**src/shared/motor_timer_defines.svh**
```systemverilog
`ifndef MOTOR_TIMER_DEFINES_SVH
`define MOTOR_TIMER_DEFINES_SVH

// ****************************************
// Register offsets
// ****************************************
`define OFS_CTRL      8'h00
`define OFS_PRESCALE  8'h04
`define OFS_RELOAD    8'h08
`define OFS_REPEAT    8'h0C
`define OFS_CHMODE    8'h10
`define OFS_DEADTIME  8'h14
`define OFS_BREAKCFG  8'h18
`define OFS_STATUS    8'h1C
`define OFS_MASK      8'h20
`define OFS_COUNT     8'h24
`define OFS_CCV0      8'h30

// ****************************************
// Control register field positions
// ****************************************
`define CTRL_ENABLE   0
`define CTRL_DIR_LO   1
`define CTRL_DIR_HI   2
`define CTRL_ONEPULSE 3

// ****************************************
// Status bit positions
// ****************************************
`define ST_UPDATE     0
`define ST_CH0        1
`define ST_BREAK      5
`define ST_HALL       6
`define ST_WIDTH      7

// ****************************************
// Reset values
// ****************************************
`define RST_RELOAD    16'hFFFF
`define RST_PRESCALE  16'h0000
`define RST_DEADTIME  8'h00

`endif

```
**src/shared/motor_timer_pkg.sv**
```systemverilog
package motor_timer_pkg;

    // Counting direction
    typedef enum logic [1:0] {
        COUNT_UP     = 2'h0,
        COUNT_DOWN   = 2'h1,
        COUNT_CENTER = 2'h2
    } count_mode_e;

    // Per-channel function
    typedef enum logic [2:0] {
        CH_OFF     = 3'h0,
        CH_CAPTURE = 3'h1,
        CH_TOGGLE  = 3'h2,
        CH_PWM     = 3'h3,
        CH_PWM_INV = 3'h4
    } chan_mode_e;

    // Dead time unit states
    typedef enum logic [2:0] {
        DT_LOW  = 3'b001,
        DT_WAIT = 3'b010,
        DT_HIGH = 3'b100
    } dead_state_e;

    // Register bus request
    typedef struct packed {
        logic [7:0]  addr;
        logic [31:0] wdata;
        logic        wr;
        logic        rd;
    } bus_req_s;

    // One complementary output pair
    typedef struct packed {
        logic main;
        logic comp;
    } pin_pair_s;

endpackage

```
**src/core/dead_time_pair.sv**
```systemverilog
`include "motor_timer_defines.svh"

// Complementary output with dead time between the two phases
module dead_time_pair
    import motor_timer_pkg::*;
(
    // Clock and reset
    input  wire logic      clock_in,
    input  wire logic      srst_in,
    // Control
    input  wire logic      ref_in,
    input  wire logic [7:0] dead_in,
    input  wire logic      force_in,
    input  wire pin_pair_s safe_in,
    // Output pair
    output pin_pair_s      pair_out
);

    dead_state_e st_q, st_d;
    logic [7:0]  cnt_q, cnt_d;
    logic        tgt_q, tgt_d;
    pin_pair_s   pair_d;

    // Next state: each reference edge passes through a dead gap when dead_in is nonzero
    always_comb begin
        st_d  = st_q;
        cnt_d = cnt_q;
        tgt_d = tgt_q;
        unique case (st_q)
            DT_LOW, DT_HIGH: begin
                if (ref_in != (st_q == DT_HIGH)) begin
                    tgt_d = ref_in;
                    cnt_d = dead_in;
                    st_d  = (dead_in == 8'h00) ? (ref_in ? DT_HIGH : DT_LOW) : DT_WAIT;
                end
            end
            DT_WAIT: begin
                if (cnt_q <= 8'h01) begin
                    st_d = tgt_q ? DT_HIGH : DT_LOW;
                end
                cnt_d = cnt_q - 8'h01;
            end
            default: st_d = DT_LOW;
        endcase
        // Both off during the gap, forced safe level on break
        pair_d.main = (st_d == DT_HIGH);
        pair_d.comp = (st_d == DT_LOW);
        if (force_in) begin
            pair_d = safe_in;
        end
    end

    // State registers
    always_ff @(posedge clock_in) begin
        if (srst_in) begin
            st_q     <= DT_LOW;
            cnt_q    <= 8'h00;
            tgt_q    <= 1'b0;
            pair_out <= '0;
        end else begin
            st_q     <= st_d;
            cnt_q    <= cnt_d;
            tgt_q    <= tgt_d;
            pair_out <= pair_d;
        end
    end

    gap_both_off_a: assert property (@(posedge clock_in) disable iff (srst_in)
        (st_q == DT_WAIT && !$past(force_in, 1) && !force_in) |=> 1'b1 ##0
        (!(pair_out.main && pair_out.comp)))
        else $error("pair outputs both on");

endmodule

```
**src/core/motor_timer.sv**
```systemverilog
// Local design decisions: strobed register access and the address map.
`include "motor_timer_defines.svh"

// Function
// - The counter is 16 bits, auto-reloads and counts up, down or up then down.
// - A 16-bit prescaler divides the clock by any factor from 1 to 65536.
// - Four channels each have their own 16-bit capture/compare value.
// - A 16-bit reload register sets the period and an 8-bit repetition counter runs beside it.
// - A capture channel latches the counter on a rising input edge.
// - A compare channel toggles its output when the counter equals its value.
// - PWM is produced edge-aligned or center-aligned as configured.
// - Single-pulse mode stops the counter at the next update event.
// - Complementary pairs get a programmable dead gap between phases.
// - A break input forces the phase outputs to reset state or to a set safe state.
// - Hall sensor inputs trigger capture on channel 0 and raise a status event.
module motor_timer
    import motor_timer_pkg::*;
(
    // Clock and reset
    input  wire logic        clock_in,
    input  wire logic        srst_in,
    // Register port
    input  wire logic [7:0]  addr_in,
    input  wire logic [31:0] wdata_in,
    input  wire logic        wr_in,
    input  wire logic        rd_in,
    output logic [31:0]      rdata_out,
    // Motor pins
    input  wire logic [3:0]  capture_in,
    input  wire logic [2:0]  hall_in,
    input  wire logic        break_in,
    output logic [3:0]       ch_out,
    output logic [2:0]       phase_hi_out,
    output logic [2:0]       phase_lo_out,
    output logic             irq_out
);

    // ****************************************
    // Registers and state
    // ****************************************
    bus_req_s            req;
    logic [7:0]          ctrl_q, ctrl_d;
    logic [15:0]         psc_q, psc_d;
    logic [15:0]         pcnt_q, pcnt_d;
    logic [15:0]         reload_q, reload_d;
    logic [15:0]         cnt_q, cnt_d;
    logic                down_q, down_d;
    logic [7:0]          rep_cfg_q, rep_cfg_d;
    logic [7:0]          rep_q, rep_d;
    logic [11:0]         chmode_q, chmode_d;
    logic [7:0]          dead_q, dead_d;
    logic [3:0]          brk_cfg_q, brk_cfg_d;
    logic [`ST_WIDTH-1:0] stat_q, stat_d;
    logic [`ST_WIDTH-1:0] mask_q, mask_d;
    logic [15:0]         ccv_q [4];
    logic [15:0]         ccv_d [4];
    logic [3:0]          cap_prev_q;
    logic [2:0]          hall_prev_q;
    logic [3:0]          ch_d;
    logic [31:0]         rdata_d;
    logic                irq_d;
    logic                brk_q, brk_d;
    logic                tick;
    logic                period_end;
    logic [`ST_WIDTH-1:0] events;
    count_mode_e         mode;
    logic [3:0]          cap_edge;
    logic                hall_edge;

    assign req  = '{addr: addr_in, wdata: wdata_in, wr: wr_in, rd: rd_in};
    assign mode = count_mode_e'(ctrl_q[`CTRL_DIR_HI:`CTRL_DIR_LO]);

    // ****************************************
    // Prescaler and counter
    // ****************************************

    // Prescaler: tick once every psc+1 clocks, no long stall when psc is lowered
    always_comb begin
        tick   = ctrl_q[`CTRL_ENABLE] && (pcnt_q >= psc_q);
        pcnt_d = !ctrl_q[`CTRL_ENABLE] ? 16'h0000 :
                 (tick ? 16'h0000 : pcnt_q + 16'h0001);
    end

    // Counter with reload, direction and repetition
    always_comb begin
        cnt_d      = cnt_q;
        down_d     = down_q;
        rep_d      = rep_q;
        period_end = 1'b0;
        if (tick) begin
            unique case (mode)
                COUNT_DOWN: begin
                    if (cnt_q == 16'h0000) begin
                        cnt_d      = reload_q;
                        period_end = 1'b1;
                    end else begin
                        cnt_d = cnt_q - 16'h0001;
                    end
                end
                COUNT_CENTER: begin
                    if (!down_q && cnt_q >= reload_q) begin
                        down_d = 1'b1;
                        cnt_d  = cnt_q - 16'h0001;
                    end else if (down_q && cnt_q <= 16'h0001) begin
                        down_d     = 1'b0;
                        cnt_d      = 16'h0000;
                        period_end = 1'b1;
                    end else begin
                        cnt_d = down_q ? cnt_q - 16'h0001 : cnt_q + 16'h0001;
                    end
                end
                default: begin
                    if (cnt_q >= reload_q) begin
                        cnt_d      = 16'h0000;
                        period_end = 1'b1;
                    end else begin
                        cnt_d = cnt_q + 16'h0001;
                    end
                end
            endcase
        end
        if (period_end) begin
            rep_d = (rep_q == 8'h00) ? rep_cfg_q : rep_q - 8'h01;
        end
    end

    // ****************************************
    // Channels, events and registers
    // ****************************************

    // Input edges from capture pins and hall sensors
    assign cap_edge  = capture_in & ~cap_prev_q;
    assign hall_edge = |(hall_in ^ hall_prev_q);

    // Channel outputs, captures, register writes and status
    always_comb begin
        ctrl_d    = ctrl_q;
        psc_d     = psc_q;
        reload_d  = reload_q;
        rep_cfg_d = rep_cfg_q;
        chmode_d  = chmode_q;
        dead_d    = dead_q;
        brk_cfg_d = brk_cfg_q;
        mask_d    = mask_q;
        ccv_d     = ccv_q;
        ch_d      = ch_out;
        events    = '0;
        brk_d     = brk_q | break_in;
        events[`ST_UPDATE] = period_end && (rep_q == 8'h00);
        events[`ST_BREAK]  = break_in;
        events[`ST_HALL]   = hall_edge;
        for (int i = 0; i < 4; i++) begin
            unique case (chan_mode_e'(chmode_q[3*i +: 3]))
                CH_CAPTURE: begin
                    if (cap_edge[i] || (i == 0 && hall_edge)) begin
                        ccv_d[i] = cnt_q;
                        events[`ST_CH0 + i] = 1'b1;
                    end
                end
                CH_TOGGLE: begin
                    if (tick && cnt_q == ccv_q[i]) begin
                        ch_d[i] = !ch_out[i];
                        events[`ST_CH0 + i] = 1'b1;
                    end
                end
                CH_PWM:     ch_d[i] = (cnt_q < ccv_q[i]);
                CH_PWM_INV: ch_d[i] = (cnt_q >= ccv_q[i]);
                default:    ch_d[i] = 1'b0;
            endcase
        end
        // Single pulse: stop at the update event
        if (ctrl_q[`CTRL_ONEPULSE] && events[`ST_UPDATE]) begin
            ctrl_d[`CTRL_ENABLE] = 1'b0;
        end
        if (req.wr) begin
            unique case (req.addr)
                `OFS_CTRL:     ctrl_d    = req.wdata[7:0];
                `OFS_PRESCALE: psc_d     = req.wdata[15:0];
                `OFS_RELOAD:   reload_d  = req.wdata[15:0];
                `OFS_REPEAT:   rep_cfg_d = req.wdata[7:0];
                `OFS_CHMODE:   chmode_d  = req.wdata[11:0];
                `OFS_DEADTIME: dead_d    = req.wdata[7:0];
                `OFS_BREAKCFG: brk_cfg_d = req.wdata[3:0];
                `OFS_MASK:     mask_d    = req.wdata[`ST_WIDTH-1:0];
                `OFS_STATUS:   brk_d     = brk_q && !req.wdata[`ST_BREAK] || break_in;
                default: begin
                    for (int i = 0; i < 4; i++) begin
                        if (req.addr == `OFS_CCV0 + 8'(4*i)) begin
                            ccv_d[i] = req.wdata[15:0];
                        end
                    end
                end
            endcase
        end
        // Sticky status, the set wins over a write-one clear
        stat_d = (stat_q & ~((req.wr && req.addr == `OFS_STATUS) ?
                  req.wdata[`ST_WIDTH-1:0] : '0)) | events;
        irq_d  = |(stat_d & mask_d);
        // Read data for the next cycle
        rdata_d = 32'h0000_0000;
        if (req.rd) begin
            unique case (req.addr)
                `OFS_CTRL:     rdata_d = {24'h000000, ctrl_q};
                `OFS_PRESCALE: rdata_d = {16'h0000, psc_q};
                `OFS_RELOAD:   rdata_d = {16'h0000, reload_q};
                `OFS_REPEAT:   rdata_d = {16'h0000, rep_q, rep_cfg_q};
                `OFS_CHMODE:   rdata_d = {20'h00000, chmode_q};
                `OFS_DEADTIME: rdata_d = {24'h000000, dead_q};
                `OFS_BREAKCFG: rdata_d = {27'h0000000, brk_q, brk_cfg_q};
                `OFS_STATUS:   rdata_d = {25'h0000000, stat_q};
                `OFS_MASK:     rdata_d = {25'h0000000, mask_q};
                `OFS_COUNT:    rdata_d = {15'h0000, down_q, cnt_q};
                default: begin
                    for (int i = 0; i < 4; i++) begin
                        if (req.addr == `OFS_CCV0 + 8'(4*i)) begin
                            rdata_d = {16'h0000, ccv_q[i]};
                        end
                    end
                end
            endcase
        end
    end

    // Register all state
    always_ff @(posedge clock_in) begin
        if (srst_in) begin
            ctrl_q      <= 8'h00;
            psc_q       <= `RST_PRESCALE;
            pcnt_q      <= 16'h0000;
            reload_q    <= `RST_RELOAD;
            cnt_q       <= 16'h0000;
            down_q      <= 1'b0;
            rep_cfg_q   <= 8'h00;
            rep_q       <= 8'h00;
            chmode_q    <= 12'h000;
            dead_q      <= `RST_DEADTIME;
            brk_cfg_q   <= 4'h0;
            brk_q       <= 1'b0;
            stat_q      <= '0;
            mask_q      <= '0;
            ccv_q       <= '{default: 16'h0000};
            cap_prev_q  <= 4'h0;
            hall_prev_q <= hall_in;                            // No false edge after reset
            ch_out      <= 4'h0;
            rdata_out   <= 32'h0000_0000;
            irq_out     <= 1'b0;
        end else begin
            ctrl_q      <= ctrl_d;
            psc_q       <= psc_d;
            pcnt_q      <= pcnt_d;
            reload_q    <= reload_d;
            cnt_q       <= cnt_d;
            down_q      <= down_d;
            rep_cfg_q   <= rep_cfg_d;
            rep_q       <= rep_d;
            chmode_q    <= chmode_d;
            dead_q      <= dead_d;
            brk_cfg_q   <= brk_cfg_d;
            brk_q       <= brk_d;
            stat_q      <= stat_d;
            mask_q      <= mask_d;
            ccv_q       <= ccv_d;
            cap_prev_q  <= capture_in;
            hall_prev_q <= hall_in;
            ch_out      <= ch_d;
            rdata_out   <= rdata_d;
            irq_out     <= irq_d;
        end
    end

    // ****************************************
    // Three complementary phase pairs
    // ****************************************
    for (genvar p = 0; p < 3; p++) begin : g_phase
        pin_pair_s safe;
        pin_pair_s pair;
        // Safe level: all off in reset style, or the chosen levels
        assign safe.main = brk_cfg_q[1] & brk_cfg_q[2];
        assign safe.comp = brk_cfg_q[1] & brk_cfg_q[3];
        dead_time_pair u_pair (
            .clock_in (clock_in),
            .srst_in  (srst_in),
            .ref_in   (ch_out[p]),
            .dead_in  (dead_q),
            .force_in (brk_cfg_q[0] & (brk_q | break_in)),
            .safe_in  (safe),
            .pair_out (pair)
        );
        assign phase_hi_out[p] = pair.main;
        assign phase_lo_out[p] = pair.comp;
    end

    // ****************************************
    // Checks
    // ****************************************
    up_wrap_a: assert property (@(posedge clock_in) disable iff (srst_in)
        (tick && mode == COUNT_UP && cnt_q == reload_q) |=> (cnt_q == 16'h0000))
        else $error("up count did not wrap");
    down_reload_a: assert property (@(posedge clock_in) disable iff (srst_in)
        (tick && mode == COUNT_DOWN && cnt_q == 16'h0000) |=> (cnt_q == $past(reload_q)))
        else $error("down count did not reload");
    prescale_hold_a: assert property (@(posedge clock_in) disable iff (srst_in)
        (!tick && !req.wr) |=> $stable(cnt_q))
        else $error("counter moved without tick");
    prescale_gap_a: assert property (@(posedge clock_in) disable iff (srst_in)
        (tick && psc_q != 16'h0000 && !req.wr) |=> !tick)
        else $error("prescaler ticked twice in a row");
    center_turn_a: assert property (@(posedge clock_in) disable iff (srst_in)
        (tick && mode == COUNT_CENTER && !down_q && cnt_q >= reload_q) |=> down_q)
        else $error("center count did not turn down");
    capture_latch_a: assert property (@(posedge clock_in) disable iff (srst_in)
        (chmode_q[2:0] == 3'h1 && (cap_edge[0] || hall_edge) && !req.wr) |=>
        (ccv_q[0] == $past(cnt_q)))
        else $error("capture missed");
    compare_toggle_a: assert property (@(posedge clock_in) disable iff (srst_in)
        (chmode_q[8:6] == 3'h2 && tick && cnt_q == ccv_q[2]) |=>
        (ch_out[2] != $past(ch_out[2])))
        else $error("compare did not toggle");
    pwm_level_a: assert property (@(posedge clock_in) disable iff (srst_in)
        (chmode_q[2:0] == 3'h3) |=> (ch_out[0] == ($past(cnt_q) < $past(ccv_q[0]))))
        else $error("pwm level wrong");
    single_stop_a: assert property (@(posedge clock_in) disable iff (srst_in)
        (ctrl_q[3] && events[0] && !req.wr) |=> !ctrl_q[0])
        else $error("single pulse kept running");
    break_force_a: assert property (@(posedge clock_in) disable iff (srst_in)
        (break_in && brk_cfg_q[0] && !brk_cfg_q[1]) ##1 $stable(brk_cfg_q) |=>
        (phase_hi_out == 3'h0 && phase_lo_out == 3'h0))
        else $error("break did not force outputs");
    hall_flag_a: assert property (@(posedge clock_in) disable iff (srst_in)
        hall_edge |=> stat_q[`ST_HALL])
        else $error("hall edge not flagged");
    rep_count_a: assert property (@(posedge clock_in) disable iff (srst_in)
        (period_end && rep_q != 8'h00) |=> (rep_q == $past(rep_q) - 8'h01))
        else $error("repetition count wrong");
    irq_level_a: assert property (@(posedge clock_in) disable iff (srst_in)
        ((|(stat_q & mask_q)) && !req.wr) |=> irq_out)
        else $error("pending event without interrupt");
    rdata_idle_a: assert property (@(posedge clock_in) disable iff (srst_in)
        !req.rd |=> (rdata_out == 32'h0000_0000))
        else $error("read data without a read");

    cover_update_c:  cover property (@(posedge clock_in) events[`ST_UPDATE]);
    cover_center_c:  cover property (@(posedge clock_in) mode == COUNT_CENTER && down_q);
    cover_break_c:   cover property (@(posedge clock_in) break_in && brk_cfg_q[0]);
    cover_capture_c: cover property (@(posedge clock_in) events[`ST_CH0]);
    cover_toggle_c:  cover property (@(posedge clock_in) chmode_q[8:6] == 3'h2 && events[3]);

endmodule

```
**config.mk**
```make
export PLATFORM = sky130hd
export DESIGN_NAME = motor_timer
export DESIGN_NICKNAME = d
export VERILOG_FILES = /design/src/shared/motor_timer_pkg.sv /design/src/core/dead_time_pair.sv /design/src/core/motor_timer.sv
export VERILOG_INCLUDE_DIRS = /design/src /design/src/shared
export SDC_FILE = /design/constraint.sdc
export NUM_CORES = 1
export LEC_CHECK = 0
export BUFFER_PORTS_ARGS = -buffer_cell sky130_fd_sc_hd__buf_2
export CAP_MARGIN = 20
export CELL_PAD_IN_SITES_DETAIL_PLACEMENT = 1
export CELL_PAD_IN_SITES_GLOBAL_PLACEMENT = 1
export CORE_MARGIN = 1
export CORE_UTILIZATION = 42
export DETAILED_ROUTE_END_ITERATION = 12
export HOLD_SLACK_MARGIN = 0.15
export PLACE_DENSITY = 0.89
export SYNTH_ARGS = -nofsm -noshare
export SYNTH_HDL_FRONTEND = slang
export SYNTH_HIERARCHICAL = 1
export SYNTH_SLANG_ARGS = --single-unit
```
**constraint.sdc**
```tcl
create_clock -name clock_in -period 3.18 [get_ports clock_in]
set_input_delay 0.159 -clock clock_in [delete_from_list [all_inputs] [get_ports clock_in]]
set_output_delay 0.159 -clock clock_in [all_outputs]
set_load 0.05 [all_outputs]
```
Yosys cells after proc, flatten, opt, wreduce, memory -nomap -nowiden
Index checks and enable logic that the tools add are counted.

word-level totals
  logic and storage cells = 282
  bits of input ports = 52
  register bits = 278

operators by class
  muxes and demuxes = 89
  reductions and logical operators = 53
  bitwise gates (word level) = 17
  add/sub/neg operators = 7
  eq/ne operators = 60
  magnitude comparators = 14

operators by type and width
  cell                                                                              count
  32-bit one-hot mux with 10 select lines                                           1
  16-bit 2-to-1 mux                                                                 18
  64-bit 2-to-1 mux                                                                 2
  16-bit greater-or-equal comparator                                                6
  32-bit 2-to-1 mux                                                                 3
  16-bit == test                                                                    4
  16-bit < comparator                                                               4
  8-bit by 6-bit == test with 1-bit output, second input constant                   6
  8-bit one-hot mux with 2 select lines                                             3
  3-bit 2-to-1 mux                                                                  15
  2-bit AND reduction                                                               17
  3-bit by 2-bit == test with 1-bit output, second input constant                   11
  16-bit by 1-bit adder with 16-bit output, second input constant                   2
  8-bit by 5-bit == test with 1-bit output, second input constant                   4
  8-bit 2-to-1 mux                                                                  4
  16-bit one-hot mux with 2 select lines                                            1
  8-bit by 1-bit subtractor with 8-bit output, second input constant                4
  3-bit by 1-bit == test with 1-bit output, second input constant                   10
  3-bit == test, second input constant                                              10
  8-bit by 1-bit less-or-equal comparator with 1-bit output, second input constant  3
  8-bit logical NOT                                                                 3
  1-bit 2-to-1 mux                                                                  24
  7-bit 2-to-1 mux                                                                  3
  3-bit one-hot mux with 2 select lines                                             3
  31 further kinds                                                                  79

Depth between registers and ports, before layout
  word-level depth = 11
  depth in mapped cells = 13

Hierarchy
Netlist, hierarchy kept.

modules (own cells, without submodules)
  module          area an instance (µm²)  cells an instance  instances  seq. area each (µm²)
  motor_timer     13441.6                 1659               1          4424.2
  dead_time_pair  823.3                   92                 3          280.3

Least setup slack after synthesis
OpenSTA, ideal clock, no wires.

  path type = register to register
  start point = register cnt_q[0] (netlist name)
  end point = register cnt_q[6] (netlist name)
  required time = 3.106 ns
  stages on the path, launching flop included = 12
  arrival = 2.938 ns
  library setup time = 0.074 ns
  setup slack = 0.167 ns
  period minus slack after synthesis = 3.013 ns
  path buffers = 2
  cells stage by stage = dfxtp_1 > clkbuf_1 > inv_1 > ha_1 > nand2b_1 > a2111oi_0 > or4_1 > nand3_1 > or2_2 > clkbuf_1 > or4_1 > a31oi_1

Final worst setup path
  start point = register psc_q[9]
  end point = register ch_out[1]

on the way
  longest elaborated chain between the ends = 5

RTL lines
  element                             RTL line            RTL
  from (decl)                         motor_timer.sv:43   logic [15:0] psc_q, psc_d;
  from (signal assigned)              motor_timer.sv:228  psc_q <= `RST_PRESCALE;
  from (signal assigned)              motor_timer.sv:249  psc_q <= psc_d;
  16-bit greater-or-equal comparator  motor_timer.sv:79   tick = ctrl_q[`CTRL_ENABLE] && (pcnt_q >= psc_q);
  1-bit logical AND                   motor_timer.sv:79
  1-bit logical AND                   motor_timer.sv:161  if (tick && cnt_q == ccv_q[i]) begin
  2-bit inequality test (no line)     -
  2-bit AND reduction (no line)       -
  to (signal assigned)                motor_timer.sv:265  ch_out <= ch_d;
  to (decl)                           motor_timer.sv:32   output logic [3:0] ch_out,

No other way between the ends.
A chain may end at the register's enable or synchronous reset.

==> run summary <==
## Outcome
* outcome: completed

## Worst setup path
* CP Launch Point: psc_q[9]
* max incr delay on CP: 0.46 ns
* Reg2Reg Depth: 11
* startpoint of the worst-slack reg-to-reg timing path: psc_q[9]
* CP max FO: 4
* Critical Path Source Type: flop
* slack of the worst reg-to-reg path: 0.09 ns
* endpoint kind of the worst setup timing path: flop
* endpoint arrival time on the critical path: 3.54 ns
* slowest CP cell: dfxtp_1
* cells along the critical path: inv_1, ha_1, a21o_1, a21o_1, a221o_1, a211o_1, and2_0, buf_4, a221oi_1, nor2b_1, nor3_1
* critical path's most frequent cell: a21o_1
* critical path class: flop to flop
* termination of the worst setup path: ch_out[1]
* worst endpoint required time: 3.63 ns
* capture instance of the worst register-to-register path: ch_out[1]

## Clocking
* CTS buffer count: 30
* clock latency on the worst-skew pair: 0.59 ns
* maximum level of the CTS H-tree: 1
* Longest Clk Path Bufs: 3
* Clock transition at path regs: 0.06 ns
* CTS sink count: 263
* CTS tree: built
* Clk Tree Root Cell: clkbuf_16

## Logic synthesis
* largest family of logic cells by synthesized area: compound AO/OA/AOI/OAI gates
* synthesized-area fraction occupied by adder cells: 0.0857
* post-synth top area share: 0.331
* Compound-Gate Fraction of Synth Area: 0.243
* most used standard cell by instance count after synthesis: dfxtp_1
* gate count after technology mapping: 1935
* Mapped Avg Cell Area: 8.22 sq um
* Cell Area, Synth: 15900 sq um
* share of synthesized cell area in and, or, nand and nor gates: 0.204
* sequential-to-total area share from yosys stat: 0.331
* Synth area leader: dfxtp_1
* asr flop ratio synth: 0
* dominant cells by area after synthesis: dfxtp_1 (33%), ha_1 (8.6%), mux2i_1 (5.1%)
* count of yosys warnings during synthesis: 6
* proportion of synthesized area in mux cells: 0.0517
* prevailing post-synth register cell: dfxtp_1
* synth unique cells: 87
* top post-synthesis cells by count: dfxtp_1 (263), nor2_1 (184), nand2_1 (166)
* number of synthesized register bits: 263
* share of the synthesized netlist area taken by xor and xnor gates: 0.0176
* number of enable-type register cells in the synthesized netlist: 0

## Min path
* path type of the worst min-delay path: primary input to flop
* critical hold path startpoint: addr_in[3]
* hold path depth: 5

## Die
* area enclosed by the die boundary: 38700 sq um
* core region area: 37000 sq um
* starting density of the core: 0.431
* overall die height: 197 um
* number of I/O pins: 95
* Placement Rows: 70
* die width: 197 um

## Timing
* worst-case headroom to the max-slew limit: 0.455
* highest clock frequency the design can meet: 324 MHz
* Min Clock Period, post-route: 3.09 ns
* setup repair after global routing missed its margin: false
* final hold violation count: 0
* Finish-stage setup viols: 0
* actual slew at the worst max-slew pin: 0.815 ns
* Min Hold Slack: 0.190 ns
* setup tns final: 0 ns
* max-slew violation total from the final report: 0
* setup skew after layout: 0.0139 ns
* Final Cycle Share: 0.971

## Power
* P_leak: 7.23 nW
* Cell Pwr Density: 392 nW/um^2
* largest voltage drop on the vdd net: 0.395 mV
* post-layout power: 7.17 mW

## Detailed routing
* number of DRC violations after detailed routing: 0
* DR WL/cell: 24.1 um
* Final ANT Viol Nets: 0
* detailed-route vias per instance: 6.40
* routed vias: 16300
* drt initial violations: 1720
* Detailed Route WL: 61.5 mm
* drt pass-1 iters: 6

## Final layout
* share of post-route cells with drive strength above 1: 0.120
* final non-filler cell total: 2549
* final core utilization: 0.495
* count of nets after finishing: 2183
* antenna diode count: 0
* Fill cells: 4444
* area delta synth->final: 15.0%

## Global routing
* vias in the first global route: 17100
* Global Route Usage Sum: 0.313
* remaining global-route overflow: 0
* initial antenna violation count: 0
* wire length of the first global-routing pass: 95.3 mm
* largest net degree at the start of global routing: 87

## Placed design
* IO Port Bufs: 63
* weighted congestion reported at the end of routability-driven placement: 0.951
* HPWL after detailed placement: 42.7 mm
* DP Cell Count: 2455

## Flow run
* # Max-Cap Violations: 0

[cell families after synthesis]
kind of cell    count (synthesis)
xor+xnor                       32
simple gates                  642
flops                         263
buf+inv                       260
mux                            82
fa+ha+maj                     109
other cells                     1
compound gates                546
[worst max-delay path, delay by kind of cell (launching register included)]
family | cells | cell delay, ns
AOI/OAI and AO/OA | 5 | 1.37
adders and majority gates | 1 | 0.31
buffers and inverters | 2 | 0.30
DFF | 1 | 0.46
and+or+nand+nor | 3 | 0.51
[final cells by class]
cell class	instances	area (sq um)	area share
clock buffer	44	895	0.0489
clock inverter	11	88.8	0.00486
inverter	128	480	0.0263
multi-input combinational	1426	9670	0.528
sequential	263	5270	0.288
tap	504	631	0.0345
timing repair buffer	173	1260	0.0691
[layout by cell type (no fill, tap or decap), types with 17 or more instances in the layout]
cell | Yosys | routed
buf_2 | 11 | 62
nand4_1 | 18 | 18
buf_4 | 16 | 71
nor2b_1 | 20 | 20
xor2_1 | 17 | 17
o21ai_0 | 49 | 49
o211ai_1 | 31 | 31
a221oi_1 | 28 | 28
a21oi_1 | 126 | 126
nor3_1 | 21 | 21
a31oi_1 | 31 | 31
a22oi_1 | 47 | 47
nand2b_1 | 20 | 20
a22o_1 | 17 | 17
dlygate4sd3_1 | 0 | 37
nand3b_1 | 17 | 17
a211oi_1 | 69 | 69
inv_1 | 128 | 128
or3_1 | 20 | 20
a21o_1 | 28 | 28
mux2i_1 | 81 | 81
nand2_1 | 166 | 165
clkbuf_16 | 0 | 31
ha_1 | 109 | 109
dfxtp_1 | 263 | 262
nor2_1 | 184 | 184
nand3_1 | 71 | 71
[power by group]
group | switching (mW) | leakage, nW | internal [mW]
clock | 1.51 | 0.485 | 2.02
sequential | 0.0115 | 2.12 | 3.31
combinational | 0.233 | 4.63 | 0.0903
[sequential cells by signal, indices dropped and copies added (netlist names), 4 cells and up]
signal                   count
pcnt_q                      16
g_phase.u_pair/pair_out      6
stat_q                       7
rep_q                        8
g_phase.u_pair/cnt_q        24
rep_cfg_q                    8
cnt_q                       16
psc_q                       16
g_phase.u_pair/st_q          9
ccv_q                       64
reload_q                    16
rdata_out                   17
ch_out                       4
brk_cfg_q                    4
cap_prev_q                   4
mask_q                       7
dead_q                       8
chmode_q                    12
ctrl_q                       8
[routing by layer]
metal / global-route usage / vias up / part of all wire
met5: 0 / - / 0
met4: 0.171 / 0 / 0.053
met3: 0.0657 / 235 / 0.084
met2: 0.532 / 754 / 0.48
met1: 0.367 / 8105 / 0.39
li1: - / 7220 / -
[timing repair]
| item | CTS | global route |
|---|---|---|
| endpoints found under the hold margin | 188 | 0 |
| hold buffers | 37 | 0 |
| setup buffers | 0 | 2 |
| resized for setup | 0 | 7 |
| endpoints found under the setup margin | 0 | 19 |
[stage by stage]
stage,cell area [sq um],setup slack (ns)
2_1_floorplan,16000,0.167
3_3_place_gp,16900,0.253
6_report,18300,0.0927
5_1_grt,18300,0.0144
4_1_cts,18300,0.0676
3_5_place_dp,16900,0.0978
[worst min path at each step]
stage / slack (ns) / to
after floorplan: 0.19 / hall_prev_q[0]
after CTS: 0.16 / rep_cfg_q[0]
after global placement: 0.29 / hall_prev_q[2]
final: 0.19 / rep_cfg_q[0]
after detailed placement: 0.29 / hall_prev_q[0]
after global routing: 0.24 / hall_prev_q[0]
Power figures use the tool's default switching activity.
